===== config.mk =====
export PLATFORM = sky130hd
export DESIGN_NAME = msc_scan_control
export DESIGN_NICKNAME = d
export VERILOG_FILES = /design/src/hdl/msc_scan_control.v
export VERILOG_INCLUDE_DIRS = /design/src /design/src/hdl
export SDC_FILE = /design/constraint.sdc
export NUM_CORES = 1
export LEC_CHECK = 0
export ABC_AREA = 1
export BUFFER_PORTS_ARGS = -buffer_cell sky130_fd_sc_hd__buf_2
export CAP_MARGIN = 20
export CORE_MARGIN = 10
export CORE_UTILIZATION = 42
export DETAILED_ROUTE_END_ITERATION = 7
export GPL_TIMING_DRIVEN = 0
export PLACE_DENSITY = 0.76
export SLEW_MARGIN = 5
export SYNTH_ARGS = -nofsm -noshare
export SYNTH_HDL_FRONTEND = slang
export SYNTH_SLANG_ARGS = --single-unit

===== constraint.sdc =====
create_clock -name mclk_in -period 1.3 [get_ports mclk_in]
set_clock_uncertainty 0.2 [all_clocks]
set_input_delay 0 -clock mclk_in [delete_from_list [all_inputs] [get_ports mclk_in]]
set_output_delay 0 -clock mclk_in [all_outputs]
set_load 0.005 [all_outputs]

===== src/hdl/msc_defines.vh =====
`ifndef MSC_DEFINES_VH
`define MSC_DEFINES_VH
// Register indices; each register is one word, so the byte address is four
// times the index.
`define MSC_IDX_CTRL       12'h066
`define MSC_IDX_STAT       12'h06c
`define MSC_ADDR_CTRL      12'h198
`define MSC_ADDR_STAT      12'h1b0
// Control register fields.
`define MSC_BIT_DONE       15
`define MSC_BIT_TIMEOUT    14
`define MSC_BIT_READY      13
`define MSC_BIT_AUTOBAL    12
`define MSC_BIT_ALRTFILT   11
`define MSC_BIT_AMEND      10
`define MSC_BIT_READ_FILTERED_SELECT     9
`define MSC_TYPE_HI        8
`define MSC_TYPE_LO        6
`define MSC_OVS_HI         5
`define MSC_OVS_LO         3
`define MSC_BIT_ALTPATH    2
`define MSC_BIT_ORDER      1
`define MSC_BIT_REQUEST    0
`define MSC_CTRL_RESET     16'h0000
`define MSC_WRITE_MASK     16'h1ffe
// Scan type encodings.
`define MSC_TYPE_ADC       3'h0
`define MSC_TYPE_ADC_COMP  3'h1
`define MSC_TYPE_COMP      3'h2
`define MSC_TYPE_CAL       3'h3
`define MSC_TYPE_SW_SHORT  3'h4
`define MSC_TYPE_SW_OPEN   3'h5
`define MSC_TYPE_ODD_OPEN  3'h6
`define MSC_TYPE_EVEN_OPEN 3'h7
// Oversampling codes.
`define MSC_OVS_BALANCE    3'h3
`define MSC_OVS_SINGLE     3'h0
`endif


===== src/hdl/msc_scan_control.v =====
// Overview of operation
// - IIR amend set means results are added into accumulators at sequence end.
// - IIR amend clear leaves accumulators untouched at sequence end.
// - Balancing scans always amend the accumulators.
// - Read-filter select picks filtered or raw data for result registers.
// - Read-filter select is captured when a measurement request is accepted.
// - Comparator scans are unipolar and skip bipolar cell measurements.
// - Calibration scans update correction coefficients only.
// - Balancing scans always run ADC-only.
// - Oversampling field selects averaged acquisitions per channel.
// - Oversampling ignored in calibration; balancing forces sixteen times.
// - Path select picks primary or alternate path; diagnostics prevail.
// - Order select picks pyramid or ramp; comparator and calibration use pyramid.
// - Balancing scans always use pyramid ordering.
// - Request bit is a self-clearing strobe and reads zero.
// - Write with request set starts a scan and a result transfer.
// - Write with request clear transfers data and applies configuration only.
// - Request while busy or complete stores bits 12:1 and raises reject alert.
// - Completion flag sets on scan end; write zero clears, one is ignored.
//
// The register addresses and the APB register port were chosen for this implementation.
`include "msc_defines.vh"

module msc_scan_control (
  // Clock and reset.
  input  wire        mclk_in,
  input  wire        resetn_in,
  // APB slave.
  input  wire        psel_in,
  input  wire        penable_in,
  input  wire        pwrite_in,
  input  wire [11:0] paddr_in,
  input  wire [31:0] pwdata_in,
  output wire        pready_out,
  output reg  [31:0] prdata_out,
  output wire        pslverr_out,
  // Acquisition engine status.
  input  wire        scan_busy_in,
  input  wire        scan_end_in,
  input  wire        scan_timeout_in,
  input  wire        data_moved_in,
  input  wire        balance_scan_in,
  // Acquisition engine control.
  output reg         scan_start_out,
  output reg         data_transfer_out,
  output reg  [2:0]  eff_type_out,
  output reg  [2:0]  eff_ovs_out,
  output reg         eff_alt_path_out,
  output reg         eff_ramp_out,
  output reg         eff_amend_out,
  output reg         amend_strobe_out,
  output reg         comp_unipolar_out,
  output reg         cal_only_out,
  output reg         read_filtered_select_latched_out,
  output wire        read_filtered_select_live_out,
  output wire        alert_filt_out,
  output wire        autobal_dis_out,
  output reg         request_rejected_alert_out
);

  ////////////////////////////////////////////////////////////////////////////
  reg  [15:0] ctrl;
  reg         amend_cur;
  wire        wr_ok;
  wire        rd_ok;
  wire        wr_ctrl;
  wire        wr_stat;
  wire [15:0] wdat;
  wire        req_bit;
  wire        accept;
  wire        reject;
  wire [2:0]  prog_type;
  wire        diag_type;

  function is_diag;
    input [2:0] t;
    begin
      is_diag = t[2];
    end
  endfunction

  assign pready_out  = 1'b1;
  assign wr_ok       = psel_in & penable_in & pwrite_in;
  assign rd_ok       = psel_in & penable_in & ~pwrite_in;
  assign pslverr_out = psel_in & penable_in &
                       (paddr_in != `MSC_ADDR_CTRL) &
                       (paddr_in != `MSC_ADDR_STAT);
  assign wr_ctrl     = wr_ok & (paddr_in == `MSC_ADDR_CTRL);
  assign wr_stat     = wr_ok & (paddr_in == `MSC_ADDR_STAT);
  assign wdat        = pwdata_in[15:0];
  assign req_bit     = wdat[`MSC_BIT_REQUEST];
  // A request is refused while a scan runs or completion is pending.
  assign reject      = wr_ctrl & req_bit &
                       (scan_busy_in | ctrl[`MSC_BIT_DONE]);
  assign accept      = wr_ctrl & req_bit & ~reject;
  assign prog_type   = ctrl[`MSC_TYPE_HI:`MSC_TYPE_LO];
  assign diag_type   = is_diag(prog_type);

  assign read_filtered_select_live_out = ctrl[`MSC_BIT_READ_FILTERED_SELECT];
  assign alert_filt_out  = ctrl[`MSC_BIT_ALRTFILT] | balance_scan_in;
  assign autobal_dis_out = ctrl[`MSC_BIT_AUTOBAL];

  ////////////////////////////////////////////////////////////////////////////
  // Control register; hardware sets of the flags win over software clears.
  always @(posedge mclk_in) begin
    if (!resetn_in) begin
      ctrl <= `MSC_CTRL_RESET;
    end else begin
      if (wr_ctrl) begin
        ctrl[12:1] <= wdat[12:1];
        ctrl[`MSC_BIT_REQUEST] <= 1'b0;
        if (!wdat[`MSC_BIT_DONE])
          ctrl[`MSC_BIT_DONE] <= 1'b0;
        if (!wdat[`MSC_BIT_TIMEOUT])
          ctrl[`MSC_BIT_TIMEOUT] <= 1'b0;
        if (!wdat[`MSC_BIT_READY])
          ctrl[`MSC_BIT_READY] <= 1'b0;
      end
      if (scan_end_in)
        ctrl[`MSC_BIT_DONE] <= 1'b1;
      if (scan_timeout_in)
        ctrl[`MSC_BIT_TIMEOUT] <= 1'b1;
      if (data_moved_in)
        ctrl[`MSC_BIT_READY] <= 1'b1;
    end
  end

  ////////////////////////////////////////////////////////////////////////////
  // Strobes toward the acquisition engine.
  always @(posedge mclk_in) begin
    if (!resetn_in) begin
      scan_start_out             <= 1'b0;
      data_transfer_out          <= 1'b0;
      request_rejected_alert_out <= 1'b0;
      read_filtered_select_latched_out         <= 1'b0;
      amend_strobe_out           <= 1'b0;
      amend_cur                  <= 1'b0;
    end else begin
      scan_start_out             <= accept;
      data_transfer_out          <= wr_ctrl;
      request_rejected_alert_out <= reject;
      if (accept) begin
        read_filtered_select_latched_out <= wdat[`MSC_BIT_READ_FILTERED_SELECT];
        amend_cur <= wdat[`MSC_BIT_AMEND] | balance_scan_in;
      end
      amend_strobe_out <= scan_end_in & amend_cur;
    end
  end

  ////////////////////////////////////////////////////////////////////////////
  // Effective scan settings after balancing and type overrides.
  always @(posedge mclk_in) begin
    if (!resetn_in) begin
      eff_type_out      <= `MSC_TYPE_ADC;
      eff_ovs_out       <= `MSC_OVS_SINGLE;
      eff_alt_path_out  <= 1'b0;
      eff_ramp_out      <= 1'b0;
      eff_amend_out     <= 1'b0;
      comp_unipolar_out <= 1'b0;
      cal_only_out      <= 1'b0;
    end else if (balance_scan_in) begin
      eff_type_out      <= `MSC_TYPE_ADC;
      eff_ovs_out       <= `MSC_OVS_BALANCE;
      eff_alt_path_out  <= ctrl[`MSC_BIT_ALTPATH];
      eff_ramp_out      <= 1'b0;
      eff_amend_out     <= 1'b1;
      comp_unipolar_out <= 1'b0;
      cal_only_out      <= 1'b0;
    end else begin
      eff_type_out  <= prog_type;
      eff_amend_out <= ctrl[`MSC_BIT_AMEND];
      // Switch-diagnostic types drive the path themselves.
      eff_alt_path_out <= diag_type ? 1'b0
                                    : ctrl[`MSC_BIT_ALTPATH];
      case (prog_type)
        `MSC_TYPE_CAL: begin
          eff_ovs_out       <= `MSC_OVS_SINGLE;
          eff_ramp_out      <= 1'b0;
          comp_unipolar_out <= 1'b0;
          cal_only_out      <= 1'b1;
        end
        `MSC_TYPE_ADC_COMP, `MSC_TYPE_COMP: begin
          eff_ovs_out       <= ctrl[`MSC_OVS_HI:`MSC_OVS_LO];
          eff_ramp_out      <= 1'b0;
          comp_unipolar_out <= 1'b1;
          cal_only_out      <= 1'b0;
        end
        default: begin
          eff_ovs_out       <= ctrl[`MSC_OVS_HI:`MSC_OVS_LO];
          eff_ramp_out      <= ctrl[`MSC_BIT_ORDER];
          comp_unipolar_out <= 1'b0;
          cal_only_out      <= 1'b0;
        end
      endcase
    end
  end

  ////////////////////////////////////////////////////////////////////////////
  // Read data; the request bit always reads zero.
  always @(posedge mclk_in) begin
    if (!resetn_in) begin
      prdata_out <= 32'h00000000;
    end else if (psel_in & ~penable_in & ~pwrite_in) begin
      if (paddr_in == `MSC_ADDR_CTRL)
        prdata_out <= {16'h0000, ctrl[15:1], 1'b0};
      else if (paddr_in == `MSC_ADDR_STAT)
        prdata_out <= {26'h0000000, amend_cur, read_filtered_select_latched_out,
                       cal_only_out, comp_unipolar_out, eff_ramp_out,
                       scan_busy_in};
      else
        prdata_out <= 32'h00000000;
    end
  end

  // The status word is read-only; writes to it are accepted and dropped.
  wire unused_ok = rd_ok | wr_stat;

endmodule // msc_scan_control


==> results of run 1 <==
==> kinds of logic (layout without fill, tap and decap cells) <==
family          Yosys count  count (layout)
simple gates            158             158
buf+inv                  77             180
flops                    48              48
compound gates           30              30
other cells               2              17
==> synth_stat cells, drive strengths merged <==
| cell type | number | share of area |
|---|---|---|
| clkinv | 1 | 0.0017 |
| inv | 46 | 0.077 |
| nand3 | 17 | 0.038 |
| or2 | 2 | 0.0056 |
| dfxtp | 48 | 0.43 |
| a21oi | 18 | 0.040 |
| buf | 27 | 0.090 |
| nor2 | 63 | 0.13 |
| clkbuf | 3 | 0.0050 |
| nor3 | 1 | 0.0045 |
| o21ai | 11 | 0.025 |
| nand2 | 59 | 0.10 |
| a211oi | 1 | 0.0033 |
| conb | 2 | 0.0033 |
| nand4 | 16 | 0.047 |
==> sequential cells by signal, summed over array words and instances (netlist names), 3 cells and up <==
register / cells
eff_ovs_out: 3
ctrl: 15
eff_type_out: 3
prdata_out: 16
==> per-layer routing <==
layer / track usage / part of all wire / wire, µm
met4: 0.0373 / 0.0086 / 57
met1: 0.168 / 0.39 / 2570
met2: 0.276 / 0.52 / 3440
met5: 0 / 0 / 0
met3: 0.0456 / 0.081 / 532
==> through the flow <==
step / util / setup slack, ns / hold WS (ns) / setup TNS, ns
final: 0.601 / -0.0188 / -0.214 / -0.0220
after floorplan: - / 0.0361 / -0.115 / 0
after detailed placement: 0.535 / -0.0823 / 0.0176 / -0.158
after CTS: 0.601 / -0.0378 / -0.226 / -0.0469
after global placement: 0.535 / -0.0670 / 0.0130 / -0.120
after global routing: 0.601 / -0.111 / -0.188 / -0.167
==> timing repair <==
item                                    in CTS  in global routing
endpoints found under the setup margin       2                  3
resized for setup                            2                  1
pin swaps                                    6                  2
endpoints found under the hold margin       40                 11
setup buffers                                2                  0
==> power groups by stage <==
stage          sequential, mW  combinational [mW]  clock, mW
5_1_grt                  1.52               0.425       1.15
4_1_cts                  1.52               0.374       1.08
2_1_floorplan            1.55               0.181          0
3_3_place_gp             1.55               0.309          0
6_report                 1.52               0.378       1.07
3_5_place_dp             1.55               0.315          0
==> worst max path at each step <==
| stage | startpoint | to | slack (ns) | cells after the start |
|---|---|---|---|---|
| 6_report | ctrl[15] | read_filtered_select_latched_out | -0.02 | 6 |
| 5_1_grt | ctrl[15] | read_filtered_select_latched_out | -0.11 | 6 |
| 4_1_cts | ctrl[15] | read_filtered_select_latched_out | -0.04 | 6 |
| 3_5_place_dp | ctrl[15] | read_filtered_select_latched_out | -0.08 | 6 |
| 3_3_place_gp | ctrl[15] | read_filtered_select_latched_out | -0.07 | 6 |
| 2_1_floorplan | ctrl[15] | read_filtered_select_latched_out | 0.04 | 5 |
==> worst max-delay path: stages (launching register included) <==
cell and delay, ns:
sky130_fd_sc_hd__dfxtp_2 0.33, sky130_fd_sc_hd__or2_1 0.23, sky130_fd_sc_hd__nor2_2 0.12, sky130_fd_sc_hd__nand4_2 0.14, sky130_fd_sc_hd__nand2_1 0.09, sky130_fd_sc_hd__nand2_1 0.05
sky130_fd_sc_hd__nor2_1 0.09
==> layout make-up <==
class | count | area, µm²
fillers | 519 | 2050
flip-flops and latches | 48 | 963
repair buffers | 95 | 586
clock buffers | 5 | 68.8
well taps | 70 | 87.6
plain buffers | 30 | 214
inverters | 47 | 176
clock inverters | 3 | 42.5
multi-input cells | 205 | 952
==> flow_summary.toml, run 1 <==
[power_and_ir_drop]
p_comb_frac = 0.128
clk_pwr_share = 0.360
power_frac_seq = 0.512
fin_total_pwr_mw = 2.96
power_switching_uw = 703
switching_share_of_power = 0.237
total_leakage_power_nw = 1.63
internal_power_mw = 2.26
max-vdd-ir-drop_v = 0.000602
cellPowerDensity_nw_per_um2 = 959

[clock_tree]
numClockSinks = 48
cts_max_path_buffers = 2
cts_made_buffers = 5
clkTransAtPathRegs_ns = 0.09
tritoncts_clock_tree = "done"
clock_network_latency_to_the_later_pin_of_the_worst_skew_pair_ns = 0.30
quantity_of_hold_fixing_buffers_added_after_cts = 21
root_buffer = "sky130_fd_sc_hd__clkbuf_8"
h-tree-depth = 2

[worst_setup_path]
reg2reg_slack_ns = -0.02
worst-endpoint-arrival_ns = 1.36
timing.rr.end = "read_filtered_select_latched_out"
worst_setup_path_type = "reg2reg"
critPathLaunchType = "flip-flop"
setup.worst_path.end_class = "flip-flop"
worstRegToRegCells = 6
cp_max_fo = 4
reg2reg_from = "ctrl[15]"
worst-endpoint-required_ns = 1.35

[detailed_routing]
routedWlPerCell_um = 13.1
drt_iter0_markers = 118
postRouteWirelength_mm = 6.60
via_count = 2284
vias_per_cell = 4.54
drc_violations_left = 0
detail_route.first_pass.iterations = 4
ant_nets = 0

[timing]
timing_hold_violations_final = 15
slew_violations = 0
post-route-min-period_ns = 1.32
slew_headroom = 0.651
worst_pin_slew_ns = 0.520
final_min_period_over_clock_period = 1.01
finalWorstSetupSlack_ns = -0.0188
total_setup_violations_reported_at_the_end_of_the_flow = 2
max_clock_freq_mhz = 758
final_hold_slack_ns = -0.214
rsz0062_at_grt = "yes"

[die]
top_level_ports = 107
dieArea_um2 = 8670
design.core.area_um2 = 5140
start_util = 0.437
die_h_um = 93.1
placement_rows = 26
chipWidth_um = 93.1

[global_routing]
grt_usage = 0.152
grt_start_max_net_pins = 16
antenna_violations_before_repair = 0
global_route_wire_length_before_repair_mm = 10.8
globalRouteOverflowTotal = 0
grt_pass1_vias = 2203

[hold_path]
hold_end = "prdata_out[0]"
min-delay-start = "scan_busy_in"
worst_hold_path_type = "in2reg"
hold-path-cell-count = 3

[synthesis]
synth.ff_latch_count = 48
synth.yosys.seq_area_share = 0.428
netlist-cell-type-count = 26
synthCells = 315
post_synth_mux_area_share = 0
count_of_warnings_emitted_by_yosys = 0
yosys.area_share.simple = 0.327
synthesis.area_per_instance_um2 = 7.13
synth_xor_area_frac = 0
synth_top_family_by_area = "simple AND/OR/NAND/NOR gates"
synth-compound-area-share = 0.0680
synth_area_um2 = 2240
synthAdderAreaFrac = 0

[placed_design]
globalplace.congestion = 0.860
placedInstanceArea_um2 = 2750
port_buffers = 72
placed_cells_incl_taps = 472
detailedPlacementHpwl_mm = 5.01

[finish]
nNetsFinal = 486
stdcell_count = 503
area_delta_synth_final_pct = 37.7
num_antenna_cells = 0
final_common_cell = "sky130_fd_sc_hd__buf_2"
final_design_area_no_fill_um2 = 3090
most-common-layout-cells = "sky130_fd_sc_hd__buf_2 (75), sky130_fd_sc_hd__nand2_1 (56), sky130_fd_sc_hd__nor2_1 (54)"
layout-drive-gt1-share = 0.296

[flow_run]
cap_viol_max_count = 0

[outcome]
outcome = "finished with violations"
violations = "negative hold slack, negative setup slack"
Power figures use the tool's default switching activity.
==> inputs of run 2 (changes only) <==
Settings changed: CELL_PAD_IN_SITES_DETAIL_PLACEMENT set to 0, CELL_PAD_IN_SITES_GLOBAL_PLACEMENT set to 1, CORE_MARGIN 10 to 2, CORE_UTILIZATION 42 to 29, CTS_BUF_LIST set to sky130_fd_sc_hd__clkbuf_8, PLACE_DENSITY 0.76 to unset, PLACE_DENSITY_LB_ADDON set to 0.1.
==> flow_summary.toml, run 2 (same netlist as run 1, synthesis figures left out) <==
[detailed_routing]
drc_violations_left = 0
vias_per_cell = 4.11
postRouteWirelength_mm = 6.39
ant_nets = 0
detail_route.first_pass.iterations = 4
via_count = 2197
routedWlPerCell_um = 12.0
drt_iter0_markers = 93

[global_routing]
grt_start_max_net_pins = 16
grt_pass1_vias = 2158
globalRouteOverflowTotal = 0
antenna_violations_before_repair = 0
grt_usage = 0.159
global_route_wire_length_before_repair_mm = 10.5

[hold_path]
worst_hold_path_type = "in2reg"

[die]
top_level_ports = 107
design.core.area_um2 = 7610
chipWidth_um = 92.0
placement_rows = 32
start_util = 0.295
dieArea_um2 = 8460
die_h_um = 92.0

[flow_run]
cap_viol_max_count = 0

[clock_tree]
cts_made_buffers = 5
tritoncts_clock_tree = "done"
cts_max_path_buffers = 2
clock_network_latency_to_the_later_pin_of_the_worst_skew_pair_ns = 0.31
h-tree-depth = 2
clkTransAtPathRegs_ns = 0.09
quantity_of_hold_fixing_buffers_added_after_cts = 20
root_buffer = "sky130_fd_sc_hd__clkbuf_8"
numClockSinks = 48

[outcome]
violations = "negative hold slack"
outcome = "finished with violations"

[worst_setup_path]
critPathLaunchType = "flip-flop"
worst_setup_path_type = "reg2reg"
reg2reg_slack_ns = 0.01
worst-endpoint-required_ns = 1.35
cp_max_fo = 4
worst-endpoint-arrival_ns = 1.33
setup.worst_path.end_class = "flip-flop"

[placed_design]
placed_cells_incl_taps = 504
pre_cts_ws_ns = -0.0948
port_buffers = 72
placedInstanceArea_um2 = 2790
globalplace.congestion = 0.789
detailedPlacementHpwl_mm = 4.75

[finish]
nNetsFinal = 485
multi_input_comb_area_um2 = 952
num_antenna_cells = 0
stdcell_count = 534
regMostFlops = "prdata_out"
final_common_cell = "sky130_fd_sc_hd__buf_2"
largest_register_ff_count = 16
area_delta_synth_final_pct = 38.5
num-fill-cells = 855
most-common-layout-cells = "sky130_fd_sc_hd__buf_2 (75), sky130_fd_sc_hd__nand2_1 (56), sky130_fd_sc_hd__nor2_1 (54)"
reg_top3 = "prdata_out x16, ctrl x15"
final_design_area_no_fill_um2 = 3110
area.sequential_um2 = 965
layout-drive-gt1-share = 0.299

[timing]
total_setup_violations_reported_at_the_end_of_the_flow = 0
timing_hold_violations_final = 14
slew_violations = 0
max_clock_freq_mhz = 777
final_hold_slack_ns = -0.218
rsz0062_at_grt = "yes"
post-route-min-period_ns = 1.29
worst_pin_slew_ns = 0.552
finalWorstSetupSlack_ns = 0.0133
final_min_period_over_clock_period = 0.990
slew_headroom = 0.632

[power_and_ir_drop]
total_leakage_power_nw = 1.62
cellPowerDensity_nw_per_um2 = 916
max-vdd-ir-drop_v = 0.000416
fin_total_pwr_mw = 2.85
[run 2: report_power, final]
part | leakage [nW] | internal [mW] | switching, mW
combinational | 1.19 | 0.187 | 0.186
clock | 0.0434 | 0.431 | 0.524
sequential | 0.391 | 1.50 | 0.0146
total | 1.62 | 2.12 | 0.725
[run 2: final cells by class]
| cell class | count | area share |
|---|---|---|
| buffer | 30 | 0.0688 |
| clock buffer | 6 | 0.0266 |
| clock inverter | 2 | 0.00483 |
| inverter | 47 | 0.0568 |
| multi-input combinational | 205 | 0.306 |
| sequential | 48 | 0.310 |
| tap | 102 | 0.0411 |
| timing repair buffer | 94 | 0.185 |
[run 2: path summary, 6_finish.rpt]
path,startpoint,end,cells past startpoint
setup / recovery,ctrl[15],read_filtered_select_latched_out,6
hold / removal,scan_busy_in,prdata_out[0],3
setup reg to reg,ctrl[15],read_filtered_select_latched_out,6
hold reg to reg,ctrl[14],prdata_out[14],2
[run 2: worst max-delay path: stages (launching register included)]
cell and delay (ns):
sky130_fd_sc_hd__dfxtp_2 0.33, sky130_fd_sc_hd__or2_1 0.22, sky130_fd_sc_hd__nor2_2 0.12, sky130_fd_sc_hd__nand4_2 0.13, sky130_fd_sc_hd__nand2_1 0.09, sky130_fd_sc_hd__nand2_1 0.05, sky130_fd_sc_hd__nor2_1 0.09
[run 2: through the flow]
step / TNS (ns) / utilization
4_1_cts: -0.0520 / 0.408
3_3_place_gp: -0.643 / 0.367
2_1_floorplan: 0 / -
5_1_grt: -0.170 / 0.409
3_5_place_dp: -0.651 / 0.367
6_report: 0 / 0.409
[run 2: per-layer routing]
layer,global-route usage,wire [µm],part of all wire
met3,0.0296,294,0.046
met1,0.210,3050,0.48
met2,0.269,2990,0.47
met5,0,0,0
met4,0.0373,55,0.0086
[run 2: what timing repair did]
action	4_1_cts	5_1_grt
endpoints found under the hold margin	40	11
pin swaps	6	3
buffers inserted	2	0
resized for setup	2	2
endpoints found under the setup margin	3	5
==> inputs of run 3 (changes only) <==
Settings changed: CORE_MARGIN 2 to unset, CORE_UTILIZATION 29 to 32.
Clock period 1.3 ns to 1.4 ns, I/O delays scaled along.
==> flow_summary.toml, run 3 (same netlist as run 1, synthesis figures left out) <==
[die]
chipWidth_um = 85.8
top_level_ports = 107
placement_rows = 30
start_util = 0.330
design.core.area_um2 = 6790
dieArea_um2 = 7350
die_h_um = 85.8

[worst_setup_path]
cp_max_fo = 4
crit_path_cell_trace = "or2_1, nor2_2, nand4_2, nand2_1, nand2_1, nor2_1"
worst-endpoint-required_ns = 1.44
worst-endpoint-arrival_ns = 1.42
critical_path.top_delay_family = "simple AND/OR/NAND/NOR gates"
worst_setup_path_type = "reg2reg"
critical_path.max_stage_delay_ns = 0.34
crit_slowest_cell = "sky130_fd_sc_hd__dfxtp_2"
critPathLaunchType = "flip-flop"
crit_top_cell = "sky130_fd_sc_hd__nand2_1"
crit_buf_inv = 0
setup.worst_path.end_class = "flip-flop"

[global_routing]
antenna_violations_before_repair = 0
globalRouteOverflowTotal = 0
global_route_wire_length_before_repair_mm = 10.0
grt_usage = 0.177
grt_pass1_vias = 2073
grt_start_max_net_pins = 15

[clock_tree]
cts_max_path_buffers = 2
numClockSinks = 48
root_buffer = "sky130_fd_sc_hd__clkbuf_8"
cts_made_buffers = 5
quantity_of_hold_fixing_buffers_added_after_cts = 25
clock_network_latency_to_the_later_pin_of_the_worst_skew_pair_ns = 0.30
h-tree-depth = 2
tritoncts_clock_tree = "done"
clkTransAtPathRegs_ns = 0.09

[finish]
largest_register_ff_count = 16
most-common-layout-cells = "sky130_fd_sc_hd__buf_2 (74), sky130_fd_sc_hd__nand2_1 (56), sky130_fd_sc_hd__nor2_1 (54)"
final_common_cell = "sky130_fd_sc_hd__buf_2"
regMostFlops = "prdata_out"
layout-drive-gt1-share = 0.292
finalCoreUtilization = 0.469
area_delta_synth_final_pct = 42.1
num_antenna_cells = 0
reg_top3 = "prdata_out x16, ctrl x15"
final_design_area_no_fill_um2 = 3190
nNetsFinal = 492

[power_and_ir_drop]
cellPowerDensity_nw_per_um2 = 865
max-vdd-ir-drop_v = 0.000386
total_leakage_power_nw = 1.67

[detailed_routing]
detail_route.first_pass.iterations = 4
drc_violations_left = 0
via_count = 2273
vias_per_cell = 4.25
drt_iter0_markers = 81
routedWlPerCell_um = 11.6
ant_nets = 0
postRouteWirelength_mm = 6.23

[flow_run]
cap_viol_max_count = 0

[hold_path]
worst_hold_path_type = "in2reg"

[timing]
final_hold_slack_ns = -0.107
total_setup_violations_reported_at_the_end_of_the_flow = 0
timing.setup.tns_ns = 0
timing_hold_violations_final = 3
post-route-min-period_ns = 1.39
slew_headroom = 0.617
worst_pin_slew_ns = 0.571
final_min_period_over_clock_period = 0.990
slew_violations = 0
rsz0062_at_grt = "yes"
max_clock_freq_mhz = 721
finalWorstSetupSlack_ns = 0.0134

[outcome]
outcome = "finished with violations"
violations = "negative hold slack"

[placed_design]
globalplace.congestion = 0.759
port_buffers = 72
placedInstanceArea_um2 = 2780
pre_cts_ws_ns = 0.00488
detailedPlacementHpwl_mm = 4.52
-- run 3: power breakdown --
part,internal [mW],switching [mW]
clock,0.524,0.467
sequential,1.40,0.0145
combinational,0.181,0.175
-- run 3: path summary, 6_finish.rpt --
check        depth (start not counted)        start                          endpoint  slack, ns
max                                  6     ctrl[15]  read_filtered_select_latched_out       0.01
min                                  4  paddr_in[3]                     prdata_out[0]      -0.11
max reg2reg                          6     ctrl[15]  read_filtered_select_latched_out       0.01
min reg2reg                          2     ctrl[13]                          ctrl[13]       0.27
-- run 3: layout make-up --
cell class	instances	area, µm²
Buffer	30	218
Inverter	47	176
Clock buffer	5	68.8
Clock inverter	3	38.8
Sequential cell	48	962
Multi-Input combinational cell	205	962
Fill cell	730	3600
Timing Repair Buffer	101	643
Tap cell	96	120
-- run 3: routing by layer --
| layer | track usage | wire length (µm) | up-vias |
|---|---|---|---|
| met2 | 0.303 | 2850 | 70 |
| met5 | 0 | 0 | - |
| met1 | 0.233 | 2950 | 1012 |
| met4 | 0.0409 | 63 | 0 |
| met3 | 0.0318 | 361 | 7 |
| li1 | - | - | 1184 |
-- run 3: tightest hold or removal path, stage by stage --
cell and delay [ns]:
sky130_fd_sc_hd__buf_2 0.10, sky130_fd_sc_hd__nor3_2 0.09, sky130_fd_sc_hd__nand4_1 0.11, sky130_fd_sc_hd__a21oi_1 0.06
-- run 3: what timing repair did --
action / in CTS / in global routing
setup buffers: 0 / 5
pin swaps: 0 / 5
endpoints found under the setup margin: 2 / 3
gates resized for setup: 1 / 4
hold endpoints to repair: 38 / 2
-- run 3: metrics by stage --
step | instances | hold slack, ns | total power [mW]
CTS | 531 | -0.109 | 2.77
global placement | 498 | 0.0303 | 1.73
global route | 535 | -0.0995 | 2.88
finish | 535 | -0.107 | 2.76
floorplan | 330 | -0.115 | 1.61
detailed placement | 498 | 0.0325 | 1.74
